## src/batt_prot_consts.svh

```systemverilog
`ifndef BATT_PROT_CONSTS_SVH
`define BATT_PROT_CONSTS_SVH

// clock period in ns (40 MHz)
`define CLK_PERIOD_NS      25
// delay times in microseconds, as defaults
`define T_OC_US            1000
`define T_OCR_US           16
`define T_OD_US            1000
`define T_ODR_US           1
`define T_DOC1_US          500
`define T_DOC2_US          10
`define T_SH_US            1
`define T_CC_US            200
`define T_CCR_US           1
`define T_ZV_US            1
// cycle counts derived from the times (least times round up)
`define CYC(us) ((((us) * 1000) + `CLK_PERIOD_NS - 1) / `CLK_PERIOD_NS)
`define CNT_W              16

`endif

```

## src/batt_prot_pkg.sv

```systemverilog
package batt_prot_pkg;

    // comparator levels from the analog front end
    typedef struct packed {
        logic over_charge;     // a cell at or above over-charge level
        logic below_release;   // both cells below release level
        logic under_volt;      // a cell at or below over-discharge level
        logic charge_oc;       // load sense below charge over-current level
        logic discharge_oc1;   // load sense in over-current 1 band
        logic discharge_oc2;   // load sense in over-current 2 band
        logic short_ckt;       // load sense at or above short level
        logic load_low;        // load sense below over-current 1 level
        logic reverse;         // load sense above supply plus margin
        logic charger;         // charger present
        logic zero_volt_ok;    // charger at or above zero_volt_charge_threshold
        logic cell_zero;       // a cell below usable level (depleted)
    } sense_t;

    typedef struct packed {
        logic charge_fet_drive;
        logic discharge_fet_drive;
        logic pull_up_en;
        logic pull_down_en;
        logic standby;
    } drive_t;

    typedef enum logic [2:0] {
        DS_NORMAL = 3'b001,
        DS_TRIP   = 3'b010,
        DS_STBY   = 3'b100
    } dstate_t;

endpackage

```

## src/battery_protection_arbiter.sv

```systemverilog
`timescale 1ns/1ps
`include "batt_prot_consts.svh"

// Overview of operation
// - zero-volt charger turns charge drive on
// - zero-volt charging ends when cells recover
// - reverse charger drops discharge drive immediately
// - over-charge priority; delayed discharge off, no standby
// - over-charge and discharge over-current run parallel
// - over-charge first cancels discharge over-current 1/2
// - under-voltage after over-current: pull-up, standby
// - under-voltage first: pull-up, standby
// - charge over-current then under-voltage: no standby
// - under-voltage cancels charge over-current detection
// - over-charge during over-current also drops charge
// - standby once load sense is pulled up
// - normal state holds both drives high
module battery_protection_arbiter
    import batt_prot_pkg::*;
#(
    parameter int T_OC   = `CYC(`T_OC_US),
    parameter int T_OCR  = `CYC(`T_OCR_US),
    parameter int T_OD   = `CYC(`T_OD_US),
    parameter int T_ODR  = `CYC(`T_ODR_US),
    parameter int T_DOC1 = `CYC(`T_DOC1_US),
    parameter int T_DOC2 = `CYC(`T_DOC2_US),
    parameter int T_SH   = `CYC(`T_SH_US),
    parameter int T_CC   = `CYC(`T_CC_US),
    parameter int T_CCR  = `CYC(`T_CCR_US),
    parameter int T_ZV   = `CYC(`T_ZV_US)
) (
    // clock and reset
    input  wire logic                   ref_clk,
    input  wire logic                   rst_n,
    // comparator inputs
    input  wire batt_prot_pkg::sense_t  sense,
    // fet gates and load-sense switches
    output batt_prot_pkg::drive_t       drive
);
    import batt_prot_pkg::*;

    localparam int W = `CNT_W;

    function automatic logic [W-1:0] lim(input int c);
        lim = (c < 1) ? W'(1) : W'(c);
    endfunction

    logic    oc_fix_q, od_fix_q, cc_fix_q, doc_fix_q, zv_q;
    logic    chg_q, dis_q, pu_q, pd_q;
    logic    pend_od_q;
    dstate_t st_q;
    logic    stby;
    logic    oc_done, ocr_done, od_done, odr_done, doc1_done, doc2_done;
    logic    sh_done, cc_done, ccr_done, zv_done;

    assign stby = (st_q == DS_STBY);

    // all counters freeze in standby
    fault_delay #(.W(W)) u_oc (.ref_clk(ref_clk), .rst_n(rst_n),
        .cond(sense.over_charge), .freeze(stby), .clear(oc_fix_q),
        .limit(lim(T_OC)), .done(oc_done));
    fault_delay #(.W(W)) u_ocr (.ref_clk(ref_clk), .rst_n(rst_n),
        .cond(sense.below_release), .freeze(stby), .clear(!oc_fix_q),
        .limit(lim(T_OCR)), .done(ocr_done));
    // under-voltage count runs even after over-charge is fixed
    fault_delay #(.W(W)) u_od (.ref_clk(ref_clk), .rst_n(rst_n),
        .cond(sense.under_volt), .freeze(stby), .clear(od_fix_q),
        .limit(lim(T_OD)), .done(od_done));
    fault_delay #(.W(W)) u_odr (.ref_clk(ref_clk), .rst_n(rst_n),
        .cond(!sense.under_volt && sense.charger), .freeze(stby),
        .clear(!od_fix_q), .limit(lim(T_ODR)), .done(odr_done));
    // over-charge fixed cancels pending over-current 1/2
    fault_delay #(.W(W)) u_doc1 (.ref_clk(ref_clk), .rst_n(rst_n),
        .cond(sense.discharge_oc1), .freeze(stby), .clear(oc_fix_q || doc_fix_q),
        .limit(lim(T_DOC1)), .done(doc1_done));
    fault_delay #(.W(W)) u_doc2 (.ref_clk(ref_clk), .rst_n(rst_n),
        .cond(sense.discharge_oc2), .freeze(stby), .clear(oc_fix_q || doc_fix_q),
        .limit(lim(T_DOC2)), .done(doc2_done));
    fault_delay #(.W(W)) u_sh (.ref_clk(ref_clk), .rst_n(rst_n),
        .cond(sense.short_ckt), .freeze(stby), .clear(doc_fix_q),
        .limit(lim(T_SH)), .done(sh_done));
    // charge over-current cancelled while under-voltage fixed
    fault_delay #(.W(W)) u_cc (.ref_clk(ref_clk), .rst_n(rst_n),
        .cond(sense.charge_oc), .freeze(stby), .clear(od_fix_q || cc_fix_q),
        .limit(lim(T_CC)), .done(cc_done));
    fault_delay #(.W(W)) u_ccr (.ref_clk(ref_clk), .rst_n(rst_n),
        .cond(!sense.charge_oc), .freeze(stby), .clear(!cc_fix_q),
        .limit(lim(T_CCR)), .done(ccr_done));
    fault_delay #(.W(W)) u_zv (.ref_clk(ref_clk), .rst_n(rst_n),
        .cond(sense.zero_volt_ok && sense.cell_zero), .freeze(stby),
        .clear(zv_q), .limit(lim(T_ZV)), .done(zv_done));

    // over-charge state; may fix during over-current too
    always_ff @(posedge ref_clk or negedge rst_n) begin
        if (!rst_n) begin
            oc_fix_q <= 1'b0;
        end else if (oc_done) begin
            oc_fix_q <= 1'b1;
        end else if (ocr_done) begin
            oc_fix_q <= 1'b0;
        end
    end

    // under-voltage state, released only with a charger
    always_ff @(posedge ref_clk or negedge rst_n) begin
        if (!rst_n) begin
            od_fix_q <= 1'b0;
        end else if (od_done) begin
            od_fix_q <= 1'b1;
        end else if (odr_done) begin
            od_fix_q <= 1'b0;
        end
    end

    // charge over-current state; fixed state outlives under-voltage
    always_ff @(posedge ref_clk or negedge rst_n) begin
        if (!rst_n) begin
            cc_fix_q <= 1'b0;
        end else if (cc_done) begin
            cc_fix_q <= 1'b1;
        end else if (ccr_done) begin
            cc_fix_q <= 1'b0;
        end
    end

    // discharge over-current state; released when load is detached
    always_ff @(posedge ref_clk or negedge rst_n) begin
        if (!rst_n) begin
            doc_fix_q <= 1'b0;
        end else if (doc1_done || doc2_done || sh_done) begin
            doc_fix_q <= 1'b1;
        end else if (sense.load_low && !sense.discharge_oc1 && !stby) begin
            doc_fix_q <= 1'b0;
        end
    end

    // zero-volt charging path
    always_ff @(posedge ref_clk or negedge rst_n) begin
        if (!rst_n) begin
            zv_q <= 1'b0;
        end else if (zv_done) begin
            zv_q <= 1'b1;
        end else if (!sense.under_volt || !sense.zero_volt_ok) begin
            zv_q <= 1'b0;
        end
    end

    // pull-up waiting for node to rise before standby
    always_ff @(posedge ref_clk or negedge rst_n) begin
        if (!rst_n) begin
            pend_od_q <= 1'b0;
        end else begin
            pend_od_q <= od_fix_q && !oc_fix_q && !cc_fix_q && !sense.charger;
        end
    end

    // standby sequencing
    always_ff @(posedge ref_clk or negedge rst_n) begin
        if (!rst_n) begin
            st_q <= DS_NORMAL;
        end else begin
            unique case (st_q)
                DS_NORMAL: begin
                    if (od_fix_q || doc_fix_q) begin
                        st_q <= DS_TRIP;
                    end
                end
                DS_TRIP: begin
                    if (pend_od_q && !oc_fix_q && sense.reverse == 1'b0 && !sense.load_low) begin
                        st_q <= DS_STBY;
                    end else if (!od_fix_q && !doc_fix_q) begin
                        st_q <= DS_NORMAL;
                    end
                end
                DS_STBY: begin
                    if (sense.charger) begin
                        st_q <= DS_TRIP;
                    end
                end
            endcase
        end
    end

    // gate drives; normal state holds both high
    always_ff @(posedge ref_clk or negedge rst_n) begin
        if (!rst_n) begin
            chg_q <= 1'b0;
            dis_q <= 1'b0;
        end else begin
            chg_q <= zv_q || !(oc_fix_q || cc_fix_q || (od_fix_q && !sense.charger));
            dis_q <= !(od_fix_q || doc_fix_q || sense.reverse);
        end
    end

    // load-sense switches: pull-up on under-voltage wins
    always_ff @(posedge ref_clk or negedge rst_n) begin
        if (!rst_n) begin
            pu_q <= 1'b0;
            pd_q <= 1'b0;
        end else begin
            pu_q <= od_fix_q;
            pd_q <= doc_fix_q && !od_fix_q;
        end
    end

    // reverse charge bypasses the delay and register
    assign drive.charge_fet_drive    = chg_q;
    assign drive.discharge_fet_drive = dis_q && !sense.reverse;
    assign drive.pull_up_en          = pu_q;
    assign drive.pull_down_en        = pd_q;
    assign drive.standby             = stby;

    a_reverse_fast: assert property (@(posedge ref_clk) disable iff (!rst_n)
        sense.reverse |-> !drive.discharge_fet_drive)
        else $error("discharge drive high during reverse charge");

    a_oc_drops_chg: assert property (@(posedge ref_clk) disable iff (!rst_n)
        (oc_fix_q && !zv_q) |=> !drive.charge_fet_drive)
        else $error("charge drive high with over-charge fixed");

    a_oc_no_stby: assert property (@(posedge ref_clk) disable iff (!rst_n)
        (oc_fix_q && st_q == DS_TRIP) |=> st_q != DS_STBY)
        else $error("standby entered under over-charge");

    a_od_cancels_cc: assert property (@(posedge ref_clk) disable iff (!rst_n)
        (od_fix_q && !cc_fix_q) |=> !cc_fix_q)
        else $error("charge over-current kept during under-voltage");

    a_normal_drives: assert property (@(posedge ref_clk) disable iff (!rst_n)
        $past(rst_n && !oc_fix_q && !od_fix_q && !cc_fix_q && !doc_fix_q && !sense.reverse)
        |-> drive.charge_fet_drive && dis_q)
        else $error("drives low in normal state");

    a_od_pullup: assert property (@(posedge ref_clk) disable iff (!rst_n)
        (od_fix_q && doc_fix_q) |=> !drive.pull_down_en)
        else $error("pull-down left on after under-voltage");

    a_stby_wake: assert property (@(posedge ref_clk) disable iff (!rst_n)
        (stby && !sense.charger) |=> stby)
        else $error("left standby without a charger");

    a_zv_chg: assert property (@(posedge ref_clk) disable iff (!rst_n)
        zv_q |=> drive.charge_fet_drive)
        else $error("charge drive off during zero-volt charging");

endmodule // battery_protection_arbiter

```

## src/fault_delay.sv

```systemverilog
`timescale 1ns/1ps
`include "batt_prot_consts.svh"

module fault_delay #(
    parameter int W = `CNT_W
) (
    // clock and reset
    input  wire logic         ref_clk,
    input  wire logic         rst_n,
    // control
    input  wire logic         cond,
    input  wire logic         freeze,
    input  wire logic         clear,
    input  wire logic [W-1:0] limit,
    // result
    output logic              done
);
    logic [W-1:0] cnt_q;

    // counter restarts when the condition drops early
    always_ff @(posedge ref_clk or negedge rst_n) begin
        if (!rst_n) begin
            cnt_q <= '0;
        end else if (clear || !cond) begin
            cnt_q <= '0;
        end else if (!freeze && cnt_q < limit) begin
            cnt_q <= cnt_q + W'(1);
        end
    end

    assign done = cond && !clear && (cnt_q >= limit);

endmodule // fault_delay

```

## config.mk

```make
export PLATFORM = sky130hd
export DESIGN_NAME = battery_protection_arbiter
export DESIGN_NICKNAME = d
export VERILOG_FILES = /design/src/batt_prot_pkg.sv /design/src/battery_protection_arbiter.sv /design/src/fault_delay.sv
export VERILOG_INCLUDE_DIRS = /design/src /design/src/src
export SDC_FILE = /design/constraint.sdc
export NUM_CORES = 1
export LEC_CHECK = 0
export ABC_AREA = 1
export ABC_CLOCK_PERIOD_IN_PS = 5110
export BUFFER_PORTS_ARGS = -buffer_cell sky130_fd_sc_hd__buf_2
export CAP_MARGIN = 20
export CORE_UTILIZATION = 40
export CTS_CLUSTER_SIZE = 12
export DETAILED_ROUTE_END_ITERATION = 12
export MAX_ROUTING_LAYER = met4
export SLEW_MARGIN = 20
export SYNTH_ARGS = -nofsm -noshare
export SYNTH_HDL_FRONTEND = slang
export SYNTH_SLANG_ARGS = --single-unit
```

## constraint.sdc

```tcl
create_clock -name ref_clk -period 5.11 [get_ports ref_clk]
set_clock_uncertainty 0.2 [all_clocks]
set_input_delay 0.7665 -clock ref_clk [delete_from_list [all_inputs] [get_ports ref_clk]]
set_output_delay 0.7665 -clock ref_clk [all_outputs]
set_load 0.02 [all_outputs]
```

==> run summary <==
Syn-to-layout area delta -> 9.971%
I/O Pins -> 19
Antenna violations before repair -> 0
RSZ-0062 raised after global routing -> false
Detailed Routing Iterations Pass 1 -> 5
Vias in the first global route -> 7364
Port buffer count -> 18
Drt wl/cell -> 12.29 um
CTS buffer count -> 17
Pre-CTS setup slack -> 2.238 ns
Syn nets -> 1293
Pin count of the biggest net entering global routing -> 103
Final Core Density -> 0.4529
Htree depth -> 4
Clk root buf -> clkbuf_16
Largest cells by area after synthesis -> dfrtp_1, nand2_1, nor2_1
Top Usage Layer GRT -> met2
Footprint of the multi-input gates -> 4305 um^2
Detailed placement HPWL -> 13370 um
Synth Instances -> 1259
Yosys top cell area share -> 0.4561
Final Hold Vio Count -> 0
Hold Crit Class -> in2async
Worst Tran Pin Value -> 0.9636 ns
Fin. max-slew vios -> 0
Placed instance count -> 1566
Critical Path Fanout Max -> 20
Antenna viol nets, final -> 0
Hold slack -> 0.2523 ns
Worst R2R Path Depth -> 6
Post-route insts no fill -> 1598
Die width -> 155.6 um
Sequential area share after synthesis -> 0.4589
Final #Nets -> 1306
Most numerous cell in the Yosys netlist -> nand2_1
Cts hold-fix bufs -> 0
Share of cells above drive strength 1 -> 0.06848
Syn. warnings -> 0
Post-synthesis average cell area -> 7.495 um^2
Fin area -> 10380 um^2
Placed cell areas -> 9772 um^2
FF+latch count, synth -> 173
CP startpoint kind -> flop
Final Routed Wirelength -> 19640 um
Internal reg-to-reg setup slack -> 2.46 ns
Die height -> 155.6 um
RR Endpoint -> u_doc1.cnt_q[11]
First-pass GRT wire length -> 34750 um
Fill count -> 2297
Distinct cell type count after synthesis -> 34
DRC -> 0
Clock slew seen by the registers of the worst setup and hold paths -> 0.07 ns
Arr. time, crit path -> 2.77 ns
Main synth FF type -> dfrtp_1
Postcts setup bufs -> 0
Setup CP Type -> reg2reg
Status -> finished, final reports clean
Worst setup margin -> 2.458 ns
Vias per cell -> 4.841
Cell area power density -> 271.1 nW/um^2
DRT iter0 DRCs -> 531
Via count -> 7736
Met1 Use GR -> 0.2429
Synth area leader -> dfrtp_1
Grt total ovfl -> 0
Required time of the critical path -> 5.23 ns
Storage cell area -> 4330 um^2
CTS tree -> built
CP endpoint kind -> flop
Antenna cells -> 0
Final setup vio count -> 0
Final worst path period need -> 2.652 ns
GR Util All Layers -> 0.1829
Design Power -> 2.814 mW
GRT met3 Usage -> 0.03389
Routability cong. -> 0.8328
Worst slew margin -> 0.3576
Met2 GRT Util -> 0.2832
Max_cap viols -> 0
Clock Latency Late Sink -> 0.44 ns
Leakage power -> 4.936 nW
FMAX -> 377.0 MHz
Post-synth top cells -> nand2_1, nor2_1, dfrtp_1
Clock Sinks -> 173
Asr flop ratio synth -> 1.000
Syn Std Cell Area -> 9437 um^2
Starting Density -> 0.4118
Fin crit share -> 0.5190
Worst r2r src -> oc_fix_q
Core area -> 22920 um^2
Clock buffer depth -> 2
Row count -> 55
PostCTS Resize Cnt -> 0
Sum of negative setup slack -> 0 ns
Post-synth EDFFs -> 0
VDD IR max -> 236.9 uV
Die ar. -> 24210 um^2
-- cells in the final DEF, fill, tap and decap left out, types with 2 or more instances in the layout --
cell,netlist,layout
bufinv_16,0,2
buf_2,12,17
inv_1,157,157
nand2_1,330,330
nand3_2,3,3
clkinv_1,4,4
o21ai_0,30,30
nor3_1,17,16
clkbuf_16,0,17
inv_6,0,4
a21oi_1,9,9
nor2_2,10,10
inv_2,2,2
nand3_4,3,3
ha_1,20,20
nand2_2,5,5
buf_4,4,4
clkinvlp_4,0,2
clkinv_4,0,3
o21bai_1,9,9
clkbuf_8,0,2
nand2_4,3,3
nor3_4,2,2
nand3_1,146,146
nor3b_1,2,2
xnor2_1,5,5
nor2_1,214,214
dfrtp_1,172,172
o21ai_1,7,7
xor2_1,34,34
nand4_1,40,40
-- power breakdown --
part / total, mW / internal [mW] / switching [mW] / leakage, nW
logic: 0.0739 / 0.0171 / 0.0568 / 2.25
clock network: 1.35 / 0.758 / 0.595 / 0.293
registers: 1.39 / 1.38 / 0.00899 / 2.40
total: 2.81 / 2.15 / 0.661 / 4.94
-- routing by layer --
| layer | up-vias | share of wire |
|---|---|---|
| li1 | 3983 | - |
| met1 | 3634 | 0.50 |
| met3 | 20 | 0.029 |
| met4 | 0 | 0.016 |
| met5 | - | 0 |
| met2 | 99 | 0.45 |
-- critical path: stages (launching register included) --
cell     delay (ns)
dfrtp_1        0.40
inv_1          0.20
nand3_1        0.45
inv_1          0.64
nand2_1        0.43
nand2_1        0.16
nand2_1        0.06
-- flip-flops by register name, summed over array words and instances, names as in the netlist, 16 cells and up --
name          count
u_cc.cnt_q       16
u_ccr.cnt_q      16
u_doc1.cnt_q     16
u_doc2.cnt_q     16
u_oc.cnt_q       16
u_ocr.cnt_q      16
u_od.cnt_q       16
u_odr.cnt_q      16
u_sh.cnt_q       16
u_zv.cnt_q       16
-- kinds of logic after synthesis --
kind of cell	count (synthesis)	share of synthesized area
AOI/OAI and AO/OA	57	0.03315
xor gates and xnor gates	39	0.03620
adders and majority gates	20	0.02652
buffers and inverters	192	0.08539
DFF	173	0.4589
and+or+nand+nor	778	0.3599
-- how the worst max path moves through the flow --
stage	start	slack [ns]	to	cells after the start
after floorplan	sense[3]	3.08	drive[3]	1
final	oc_fix_q	2.46	u_doc1.cnt_q[11]	6
after global placement	sense[7]	2.26	u_doc1.cnt_q[9]	6
after global routing	oc_fix_q	2.20	u_doc1.cnt_q[9]	6
after detailed placement	sense[7]	2.24	u_doc1.cnt_q[13]	6
after CTS	oc_fix_q	2.43	u_doc1.cnt_q[13]	6
-- layout make-up --
type	count	share of cell area
Clock buffer	19	0.04365
Clock inverter	13	0.01471
Inverter	164	0.05956
Multi-Input combinational cell	894	0.4149
Sequential cell	173	0.4173
Tap cell	313	0.03774
Timing Repair Buffer	22	0.01218
No activity file was read; power rests on OpenSTA's default activity.
